### src/hdl/pbm_consts.vh
// register offsets, field positions and reset values for the port block
// assumes the apb slave in pbm_port_top decodes word aligned byte addresses
//
// How it works
// - 8-bit output latch, cpu read/write, resets zero
// - direction one: data read returns latch
// - direction zero: data read returns pin
// - direction one drives pin, zero is input
// - pin 4: pwm, compare, or general io
// - pin 3 uses channel c the same way
// - pin 2 uses channel b the same way
// - pin 1: compare or general io, no pwm
// - pin 0 general io, always feeds count clock
// - timer output claim beats direction bit
// - input port register read only, no reset
// - input port read returns pin levels
// - analog selected input pins read zero
`ifndef PBM_CONSTS_VH
`define PBM_CONSTS_VH

// ****************************************
// register byte offsets
// ****************************************
`define PBM_OFF_LATCH 12'h000
`define PBM_OFF_DIR 12'h004
`define PBM_OFF_INPUT 12'h008
`define PBM_OFF_TMODE 12'h00C
`define PBM_OFF_TIO_HIGH 12'h010
`define PBM_OFF_TIO_LOW 12'h014
`define PBM_OFF_ANALOG 12'h018

// ****************************************
// field positions
// ****************************************
`define PBM_PWM_B_BIT 0
`define PBM_PWM_C_BIT 1
`define PBM_PWM_D_BIT 2
`define PBM_IO_LO_LSB 0
`define PBM_IO_HI_LSB 4

// ****************************************
// reset values
// ****************************************
`define PBM_RST_LATCH 8'h00
`define PBM_RST_DIR 8'h00
`define PBM_RST_TMODE 8'h00
`define PBM_RST_TIO 8'h00
`define PBM_RST_ANALOG 8'h00

`endif

### src/hdl/pbm_port_top.v
// bidirectional port and input-only port with apb register access
// assumes pins and timer/converter signals are synchronous to mclk
`include "pbm_consts.vh"

module pbm_port_top
(
    input wire mclk,
    input wire rstn,
    input wire psel,
    input wire penable,
    input wire pwrite,
    input wire [11:0] paddr,
    input wire [31:0] pwdata,
    output wire [31:0] prdata,
    output wire pready,
    output wire pslverr,
    input wire [7:0] bidir_pin_in,
    output wire [7:0] bidir_pin_out,
    output wire [7:0] bidir_pin_oe,
    input wire [7:0] input_pin_in,
    input wire pwm_b_out,
    input wire pwm_c_out,
    input wire pwm_d_out,
    input wire cmp_a_out,
    input wire cmp_b_out,
    input wire cmp_c_out,
    input wire cmp_d_out,
    output wire timer_ext_count_clock,
    output wire [7:0] timer_capture_in
);

    // ****************************************
    // reset synchroniser
    // ****************************************
    reg rst_meta_n;
    reg rst_sync_n;

    always @(posedge mclk or negedge rstn)
    begin
        if (!rstn)
        begin
            rst_meta_n <= 1'b0;
            rst_sync_n <= 1'b0;
        end
        else
        begin
            rst_meta_n <= 1'b1;
            rst_sync_n <= rst_meta_n;
        end
    end

    // ****************************************
    // registers
    // ****************************************
    reg [7:0] bidir_port_output_latch;
    reg [7:0] bidir_port_direction;
    reg [7:0] timer_mode_reg;
    reg [7:0] timer_io_ctrl_high;
    reg [7:0] timer_io_ctrl_low;
    reg [7:0] analog_select;
    reg [31:0] rdata;

    wire wr_acc = psel && penable && pwrite;
    wire rd_acc = psel && penable && !pwrite;
    wire rd_setup = psel && !penable && !pwrite;

    // ****************************************
    // address decode
    // ****************************************
    localparam SEL_NONE = 3'h0;
    localparam SEL_LATCH = 3'h1;
    localparam SEL_DIR = 3'h2;
    localparam SEL_INPUT = 3'h3;
    localparam SEL_TMODE = 3'h4;
    localparam SEL_TIO_HIGH = 3'h5;
    localparam SEL_TIO_LOW = 3'h6;
    localparam SEL_ANALOG = 3'h7;

    // unmapped byte addresses give the none index
    function [2:0] reg_sel;
        input [11:0] a;
        begin
            case (a)
                `PBM_OFF_LATCH: reg_sel = SEL_LATCH;
                `PBM_OFF_DIR: reg_sel = SEL_DIR;
                `PBM_OFF_INPUT: reg_sel = SEL_INPUT;
                `PBM_OFF_TMODE: reg_sel = SEL_TMODE;
                `PBM_OFF_TIO_HIGH: reg_sel = SEL_TIO_HIGH;
                `PBM_OFF_TIO_LOW: reg_sel = SEL_TIO_LOW;
                `PBM_OFF_ANALOG: reg_sel = SEL_ANALOG;
                default: reg_sel = SEL_NONE;
            endcase
        end
    endfunction

    wire [2:0] acc_sel = reg_sel(paddr);
    wire acc_known = (acc_sel != SEL_NONE);

    // the input port index has no write strobe
    wire wr_latch = wr_acc && (acc_sel == SEL_LATCH);
    wire wr_dir = wr_acc && (acc_sel == SEL_DIR);
    wire wr_tmode = wr_acc && (acc_sel == SEL_TMODE);
    wire wr_tio_high = wr_acc && (acc_sel == SEL_TIO_HIGH);
    wire wr_tio_low = wr_acc && (acc_sel == SEL_TIO_LOW);
    wire wr_analog = wr_acc && (acc_sel == SEL_ANALOG);

    // ****************************************
    // register updates
    // ****************************************
    always @(posedge mclk or negedge rst_sync_n)
    begin
        if (!rst_sync_n)
            bidir_port_output_latch <= `PBM_RST_LATCH;
        else if (wr_latch)
            bidir_port_output_latch <= pwdata[7:0];
    end

    always @(posedge mclk or negedge rst_sync_n)
    begin
        if (!rst_sync_n)
            bidir_port_direction <= `PBM_RST_DIR;
        else if (wr_dir)
            bidir_port_direction <= pwdata[7:0];
    end

    always @(posedge mclk or negedge rst_sync_n)
    begin
        if (!rst_sync_n)
            timer_mode_reg <= `PBM_RST_TMODE;
        else if (wr_tmode)
            timer_mode_reg <= pwdata[7:0];
    end

    always @(posedge mclk or negedge rst_sync_n)
    begin
        if (!rst_sync_n)
            timer_io_ctrl_high <= `PBM_RST_TIO;
        else if (wr_tio_high)
            timer_io_ctrl_high <= pwdata[7:0];
    end

    always @(posedge mclk or negedge rst_sync_n)
    begin
        if (!rst_sync_n)
            timer_io_ctrl_low <= `PBM_RST_TIO;
        else if (wr_tio_low)
            timer_io_ctrl_low <= pwdata[7:0];
    end

    always @(posedge mclk or negedge rst_sync_n)
    begin
        if (!rst_sync_n)
            analog_select <= `PBM_RST_ANALOG;
        else if (wr_analog)
            analog_select <= pwdata[7:0];
    end

    // ****************************************
    // read data
    // ****************************************
    // direction one reads latch, zero reads pin
    wire [7:0] bidir_read = (bidir_port_output_latch & bidir_port_direction) |
        (bidir_pin_in & ~bidir_port_direction);
    wire [7:0] input_port_pin_sample = input_pin_in & ~analog_select;

    // read data is a flop loaded in the setup cycle; latch reads are sampled there too
    always @(posedge mclk or negedge rst_sync_n)
    begin
        if (!rst_sync_n)
            rdata <= 32'h0000_0000;
        else if (rd_setup)
        begin
            case (paddr)
                `PBM_OFF_LATCH: rdata <= {24'h00_0000, bidir_read};
                `PBM_OFF_DIR: rdata <= {24'h00_0000, bidir_port_direction};
                `PBM_OFF_INPUT: rdata <= {24'h00_0000, input_port_pin_sample};
                `PBM_OFF_TMODE: rdata <= {24'h00_0000, timer_mode_reg};
                `PBM_OFF_TIO_HIGH: rdata <= {24'h00_0000, timer_io_ctrl_high};
                `PBM_OFF_TIO_LOW: rdata <= {24'h00_0000, timer_io_ctrl_low};
                `PBM_OFF_ANALOG: rdata <= {24'h00_0000, analog_select};
                default: rdata <= 32'h0000_0000;
            endcase
        end
    end

    assign prdata = rdata;
    assign pready = 1'b1;
    assign pslverr = (wr_acc || rd_acc) && !acc_known;

    // ****************************************
    // pin muxing
    // ****************************************
    wire [2:0] chan_a_io_select = timer_io_ctrl_low[`PBM_IO_LO_LSB +: 3];
    wire [2:0] chan_b_io_select = timer_io_ctrl_low[`PBM_IO_HI_LSB +: 3];
    wire [2:0] chan_c_io_select = timer_io_ctrl_high[`PBM_IO_LO_LSB +: 3];
    wire [2:0] chan_d_io_select = timer_io_ctrl_high[`PBM_IO_HI_LSB +: 3];
    wire chan_b_pwm_mode = timer_mode_reg[`PBM_PWM_B_BIT];
    wire chan_c_pwm_mode = timer_mode_reg[`PBM_PWM_C_BIT];
    wire chan_d_pwm_mode = timer_mode_reg[`PBM_PWM_D_BIT];

    // timer claims override the direction bit
    pbm_pin_select u_pin4 (
        .has_pwm(1'b1),
        .pwm_mode(chan_d_pwm_mode),
        .io_select(chan_d_io_select),
        .dir(bidir_port_direction[4]),
        .latch(bidir_port_output_latch[4]),
        .pwm_out(pwm_d_out),
        .cmp_out(cmp_d_out),
        .pin_out(bidir_pin_out[4]),
        .pin_oe(bidir_pin_oe[4])
    );

    pbm_pin_select u_pin3 (
        .has_pwm(1'b1),
        .pwm_mode(chan_c_pwm_mode),
        .io_select(chan_c_io_select),
        .dir(bidir_port_direction[3]),
        .latch(bidir_port_output_latch[3]),
        .pwm_out(pwm_c_out),
        .cmp_out(cmp_c_out),
        .pin_out(bidir_pin_out[3]),
        .pin_oe(bidir_pin_oe[3])
    );

    pbm_pin_select u_pin2 (
        .has_pwm(1'b1),
        .pwm_mode(chan_b_pwm_mode),
        .io_select(chan_b_io_select),
        .dir(bidir_port_direction[2]),
        .latch(bidir_port_output_latch[2]),
        .pwm_out(pwm_b_out),
        .cmp_out(cmp_b_out),
        .pin_out(bidir_pin_out[2]),
        .pin_oe(bidir_pin_oe[2])
    );

    pbm_pin_select u_pin1 (
        .has_pwm(1'b0),
        .pwm_mode(1'b0),
        .io_select(chan_a_io_select),
        .dir(bidir_port_direction[1]),
        .latch(bidir_port_output_latch[1]),
        .pwm_out(1'b0),
        .cmp_out(cmp_a_out),
        .pin_out(bidir_pin_out[1]),
        .pin_oe(bidir_pin_oe[1])
    );

    // ****************************************
    // plain general io pins
    // ****************************************
    // no timer output here: the io code is tied to the no claim value
    pbm_pin_select u_pin7 (
        .has_pwm(1'b0),
        .pwm_mode(1'b0),
        .io_select(3'h0),
        .dir(bidir_port_direction[7]),
        .latch(bidir_port_output_latch[7]),
        .pwm_out(1'b0),
        .cmp_out(1'b0),
        .pin_out(bidir_pin_out[7]),
        .pin_oe(bidir_pin_oe[7])
    );

    pbm_pin_select u_pin6 (
        .has_pwm(1'b0),
        .pwm_mode(1'b0),
        .io_select(3'h0),
        .dir(bidir_port_direction[6]),
        .latch(bidir_port_output_latch[6]),
        .pwm_out(1'b0),
        .cmp_out(1'b0),
        .pin_out(bidir_pin_out[6]),
        .pin_oe(bidir_pin_oe[6])
    );

    pbm_pin_select u_pin5 (
        .has_pwm(1'b0),
        .pwm_mode(1'b0),
        .io_select(3'h0),
        .dir(bidir_port_direction[5]),
        .latch(bidir_port_output_latch[5]),
        .pwm_out(1'b0),
        .cmp_out(1'b0),
        .pin_out(bidir_pin_out[5]),
        .pin_oe(bidir_pin_oe[5])
    );

    pbm_pin_select u_pin0 (
        .has_pwm(1'b0),
        .pwm_mode(1'b0),
        .io_select(3'h0),
        .dir(bidir_port_direction[0]),
        .latch(bidir_port_output_latch[0]),
        .pwm_out(1'b0),
        .cmp_out(1'b0),
        .pin_out(bidir_pin_out[0]),
        .pin_oe(bidir_pin_oe[0])
    );

    // ****************************************
    // timer inputs
    // ****************************************
    // capture inputs and count clock always see the pin level
    assign timer_ext_count_clock = bidir_pin_in[0];
    assign timer_capture_in = bidir_pin_in;

endmodule

### src/hdl/pbm_pin_select.v
// one timer shared pin: chooses between pwm, compare and general io
// assumes timer outputs are synchronous to mclk

module pbm_pin_select
(
    input wire has_pwm,
    input wire pwm_mode,
    input wire [2:0] io_select,
    input wire dir,
    input wire latch,
    input wire pwm_out,
    input wire cmp_out,
    output reg pin_out,
    output reg pin_oe
);

    // codes 001 and 01x claim the pin as compare output
    function cmp_claim;
        input [2:0] code;
        begin
            cmp_claim = (code[2] == 1'b0) && (code[1:0] != 2'b00);
        end
    endfunction

    always @*
    begin
        if (has_pwm && pwm_mode)
        begin
            pin_out = pwm_out;
            pin_oe = 1'b1;
        end
        else if (cmp_claim(io_select))
        begin
            pin_out = cmp_out;
            pin_oe = 1'b1;
        end
        else
        begin
            pin_out = latch;
            pin_oe = dir;
        end
    end

endmodule

### config.mk
export PLATFORM = sky130hd
export DESIGN_NAME = pbm_port_top
export DESIGN_NICKNAME = d
export VERILOG_FILES = /design/src/hdl/pbm_port_top.v /design/src/hdl/pbm_pin_select.v
export VERILOG_INCLUDE_DIRS = /design/src /design/src/hdl
export SDC_FILE = /design/constraint.sdc
export NUM_CORES = 1
export LEC_CHECK = 0
export ABC_CLOCK_PERIOD_IN_PS = 2600
export BUFFER_PORTS_ARGS = -buffer_cell sky130_fd_sc_hd__buf_4
export CORE_MARGIN = 2
export CORE_UTILIZATION = 53
export DETAILED_ROUTE_END_ITERATION = 6
export PLACE_DENSITY = 0.9
export SLEW_MARGIN = 10
export SYNTH_ARGS = -nofsm -noshare
export SYNTH_HDL_FRONTEND = slang
export SYNTH_HIERARCHICAL = 1
export SYNTH_SLANG_ARGS = --single-unit
### constraint.sdc
create_clock -name mclk -period 2.6 [get_ports mclk]
set_input_delay 0.39 -clock mclk [delete_from_list [all_inputs] [get_ports mclk]]
set_output_delay 0.39 -clock mclk [all_outputs]
set_load 0.05 [all_outputs]
==> After elaboration in Yosys (flattened, before gate mapping) <==
Cells that the tools add are included.
{ "word_totals": {"regBits": 82, "inputBits": 72, "out_inout_bits": 59, "word_cells": 73} }
{ "op_classes": {"n_eq_ne": 12, "muxes": 16, "bitwise_logic": 10, "n_reduce_logical": 26} }
{ "op_table": {"columns": ["cell", "count"], "rows": [
  ["$pmux 8 s7", 1],
  ["$eq 12x5->1 const B", 3],
  ["$and 8x8->8", 3],
  ["$eq 12x4->1 const B", 2],
  ["$pmux 3 s7", 1],
  ["$logic_and 1x1->1", 16],
  ["$not 8->8", 2],
  ["$mux 1", 14],
  ["$eq 12x3->1 const B", 1],
  ["$eq 3x3->1 const B", 4],
  ["$logic_not 12->1", 1],
  ["$or 8x8->8", 1],
  ["$reduce_bool 2->1", 4],
  ["$not 1->1", 4],
  ["$eq 3x1->1 const B", 1],
  ["$eq 3x2->1 const B", 1],
  ["$logic_not 1->1", 3],
  ["$reduce_bool 3->1", 1],
  ["$logic_or 1x1->1", 1]
]} }

==> Depth between registers and ports, before layout <==
{ "depth": {"depth_word": 5, "depth_mapped": 7} }

==> Modules after synthesis <==
Netlist, hierarchy kept.
{ "by_module_without_submodules": {"columns": ["mod", "instances", "cells_each", "area_per_inst_um2"], "rows": [
  ["pbm_port_top", 1, 269, 3111.7],
  ["pbm_pin_select", 8, 6, 41.3]
]} }

==> Worst setup path after synthesis <==
Ideal clock, no wire load.
{ "synth_path": {"path_kind": "input -> output", "from": "input paddr[4]", "to": "output pslverr", "t_arrival_ns": 1.959, "required_time_ns": 2.210, "slack_ns": 0.251, "stages": 5, "path_buffers": 2, "path_cell_list": "clkbuf_1 buf_1 nand3_1 and3_1 nor2_1"} }
{ "synth_via": {"elab_chain_cells": 5} }
{ "synth_lines": {"columns": ["item", "line_no", "rtl"], "rows": [
  ["from (decl)", "pbm_port_top.v:12", "input wire [11:0] paddr,"],
  ["$eq 12x5->1 (tied with other cells)", "pbm_port_top.v:83", "case (a)"],
  ["$pmux 3 s7 *", "pbm_port_top.v:83", null],
  ["$reduce_bool 3->1 *", "pbm_port_top.v:97", "wire acc_known = (acc_sel != SEL_NONE);"],
  ["$logic_not 1->1 *", "pbm_port_top.v:188", "assign pslverr = (wr_acc || rd_acc) && !acc_known;"],
  ["$logic_and 1x1->1 *", "pbm_port_top.v:188", null],
  ["to (decl)", "pbm_port_top.v:16", "output wire pslverr,"]
]} }
Mark *: on every way between the ends. The rest lies on a longest branch, timed or not.

==> Worst setup path in the final report <==
{ "layout_path": {"from": "input paddr[9]", "to": "output pslverr"} }
Same word-level chain as after synthesis.

==> results.json <==
{
  "drt_first_iter_violations": 107,
  "critPathRequiredTime_ps": 2210,
  "finalWeightedCongestion": 0.8820,
  "power_leakage_nw": 2.283,
  "postCtsSetupRepairBufs": 0,
  "setup_repair_after_global_routing_missed_its_margin": "false",
  "synth_top_flop_cell": "sky130_fd_sc_hd__dfrtp_1",
  "adder_cell_share_of_the_synthesized_area_pct": 0,
  "synth_cell_types": 37,
  "synthesis.instances": 317,
  "ys_top_cells_by_area": "sky130_fd_sc_hd__dfrtp_1 (42%), sky130_fd_sc_hd__mux2_2 (19%), sky130_fd_sc_hd__buf_4 (7.4%), sky130_fd_sc_hd__mux2i_1 (5.8%), sky130_fd_sc_hd__nand2_1 (2.7%)",
  "ys_ff_latch": 58,
  "hold_class": "flip-flop to async pin",
  "report.final.hold_viol_count": 0,
  "htreeDepth": 3,
  "path_cells": "buf_4 -> or4_4 -> nor2_1 -> and3_1 -> nor2_1 -> buf_4",
  "mostFrequentLayoutCell": "sky130_fd_sc_hd__buf_4",
  "die_x_um": 84.59,
  "number_of_rows_created_at_floorplan": 29,
  "core_region_area_um2": 6314,
  "antenna_violations_before_repair": 0,
  "seq_area_frac_synth_pct": 42.17,
  "first_global_vias": 2713,
  "synth-compound-area-share_pct": 8.942,
  "initial_standard_cell_utilization_of_the_core_pct": 54.52,
  "min_period_over_period_pct": 81.97,
  "tightest_slew_ps": 508.1,
  "setup_total_negative_slack_ps": 0,
  "final_core_util_pct": 69.64,
  "grt_remaining_overflow": 0,
  "clk_path_buf_depth": 2,
  "cp-end-kind": "output pin",
  "slew-limit-headroom_pct": 65.65,
  "routed_wl_mm": 8.326,
  "critPathMaxFanout": 3,
  "netlist_area_um2": 3442,
  "nNetsFinal": 508,
  "synth.mux.area_fraction_pct": 25.77,
  "n_antenna_cell": 0,
  "clock-sinks": 58,
  "aggregate_global_route_resource_usage_pct": 23.93,
  "synth_top_family_by_area": "multiplexers",
  "synth_enable_flop_cells": 0,
  "netlist.top_cell.by_area": "sky130_fd_sc_hd__dfrtp_1",
  "irDropWorstVdd_v": 0.0003716,
  "timing.final.crit_period_ps": 2131,
  "multi_input_comb_area_um2": 1892,
  "grt_pass1_wl_mm": 13.14,
  "slowest_stage_cell_cp": "sky130_fd_sc_hd__or4_4",
  "synthesis.yosys.warnings": 6,
  "max_cap_violations": 0,
  "critical-path-max-stage-delay_ps": 560,
  "power_per_cell_area_nw_per_um2": 492.7,
  "report.final.setup_viol": 0,
  "critical_path.n_buffers_inverters": 2,
  "run_status": "completed",
  "design.die.area_um2": 7155,
  "post-synth-top-area-fraction_pct": 42.17,
  "remaining_drc_errors": 0,
  "synth_to_final_area_change_pct": 27.74,
  "grt_start_max_net_pins": 57,
  "clk_pin_slew_ps": 60,
  "asyncSetResetFlopFracSynth_pct": 100.0,
  "antenna_left": 0,
  "layout_cell_share_with_drive_strength_beyond_1_pct": 39.91,
  "post_synth_and_or_nand_nor_area_fraction_pct": 13.70,
  "wl_per_cell_um": 16.07,
  "synth_xor_area_share_pct": 0,
  "num-fill-cells": 480,
  "io_buffer_count": 81,
  "crit_path_start_kind": "primary input",
  "worstSetupPathType": "primary input to output pin",
  "p_total_w": 0.002166,
  "fp.dieH_um": 84.59,
  "achievable-frequency_ghz": 0.4692,
  "first_pass_iters": 4,
  "slew_viol_final": 0,
  "path_delay_family": "simple AND/OR/NAND/NOR gates",
  "floorplan.io_pins": 131,
  "timing.clock.skew_ps": 7.204,
  "root_buffer": "sky130_fd_sc_hd__clkbuf_8",
  "insertion_delay_ps": 340,
  "clock_buffer_count_from_cts": 9,
  "tritoncts": "yes",
  "routed-via-count": 2739,
  "hpwlAfterDp_mm": 6.006,
  "final_cell_mix": "sky130_fd_sc_hd__buf_4 (92), sky130_fd_sc_hd__conb_1 (60), sky130_fd_sc_hd__mux2_2 (59), sky130_fd_sc_hd__dfrtp_1 (57), sky130_fd_sc_hd__nand2_1 (25)",
  "rr_worst_depth": 4,
  "layout.area.seq_um2": 1453,
  "worst-endpoint-arrival_ps": 1740,
  "number_of_stages_on_the_worst_setup_path": 6,
  "cts-resized-gates": 0,
  "postSynthAreaPerCell_um2": 10.86,
  "detail_route.vias_per_cell": 5.288
}
cell usage after synthesis (2+ instances only):
| cell type | count |
|---|---|
| sky130_fd_sc_hd__a21oi_1 | 11 |
| sky130_fd_sc_hd__a31oi_1 | 6 |
| sky130_fd_sc_hd__a32o_1 | 2 |
| sky130_fd_sc_hd__a32oi_1 | 3 |
| sky130_fd_sc_hd__and3_1 | 3 |
| sky130_fd_sc_hd__buf_2 | 4 |
| sky130_fd_sc_hd__buf_4 | 34 |
| sky130_fd_sc_hd__clkbuf_1 | 5 |
| sky130_fd_sc_hd__conb_1 | 2 |
| sky130_fd_sc_hd__dfrtp_1 | 58 |
| sky130_fd_sc_hd__inv_1 | 5 |
| sky130_fd_sc_hd__mux2_2 | 59 |
| sky130_fd_sc_hd__mux2i_1 | 20 |
| sky130_fd_sc_hd__nand2_1 | 25 |
| sky130_fd_sc_hd__nand2_2 | 2 |
| sky130_fd_sc_hd__nand3_1 | 11 |
| sky130_fd_sc_hd__nand4b_1 | 3 |
| sky130_fd_sc_hd__nor2_1 | 17 |
| sky130_fd_sc_hd__nor2b_1 | 2 |
| sky130_fd_sc_hd__nor3_1 | 3 |
| sky130_fd_sc_hd__nor3_4 | 2 |
| sky130_fd_sc_hd__o211ai_1 | 4 |
| sky130_fd_sc_hd__o21ai_0 | 8 |
| sky130_fd_sc_hd__o21ba_1 | 8 |
| sky130_fd_sc_hd__or3b_1 | 8 |
per-stage QoR:
step                      hold slack (ps)  setup WS, ps  cells  area (um^2)
after floorplan                     94.41         250.5    375         3660
after global placement              174.0         299.2    501         4170
after detailed placement            174.2         267.8    501         4170
after CTS                           282.2         462.7    518         4397
after global routing                296.3         398.8    518         4397
final                               266.9         468.8    518         4397
final cells by class:
type / instances / share of cell area (%)
flip-flops and latches: 58 / 33.04
well taps: 77 / 2.191
multi-input cells: 268 / 43.03
clock inverters: 1 / 0.6830
clock buffers: 15 / 4.240
repair buffers: 94 / 16.39
inverters: 5 / 0.4269
power breakdown:
group	switching, W	total (W)	internal [W]
logic	0.000254	0.000366	0.000113
clock network	0.000344	0.000893	0.000548
registers	0.00000161	0.000907	0.000905
total	0.000600	0.00217	0.00157
layer usage:
layer	track usage, %	share of wire, %
met3	5.801	8.6
met5	0	0
met2	41.95	51
met4	8.802	1.5
met1	28.54	39
repair_timing:
item	CTS	global route
endpoints found under the hold margin	2	0
endpoints found under the setup margin	0	0
hold buffers	1	0
path summary, 6_finish.rpt:
path                                         startpoint                          to  slack, ps
worst max register to register  bidir_port_direction[2]                   prdata[2]        960
max in group asynchronous                    rst_sync_n            analog_select[1]       2080
worst min-delay path                         rst_sync_n            analog_select[0]        270
min in group mclk                             pwdata[5]  bidir_port_output_latch[5]        320
worst max-delay path                           paddr[9]                     pslverr        470
worst min register to register               rst_sync_n            analog_select[0]        270
kinds of logic (layout without fill, tap and decap cells):
family	after synthesis	in the layout
muxes	80	80
buffers and inverters	49	115
AOI/OAI and AO/OA	44	44
other	2	60
and+or+nand+nor	84	84
DFF	58	58
No activity file was read; power rests on OpenSTA's default activity.
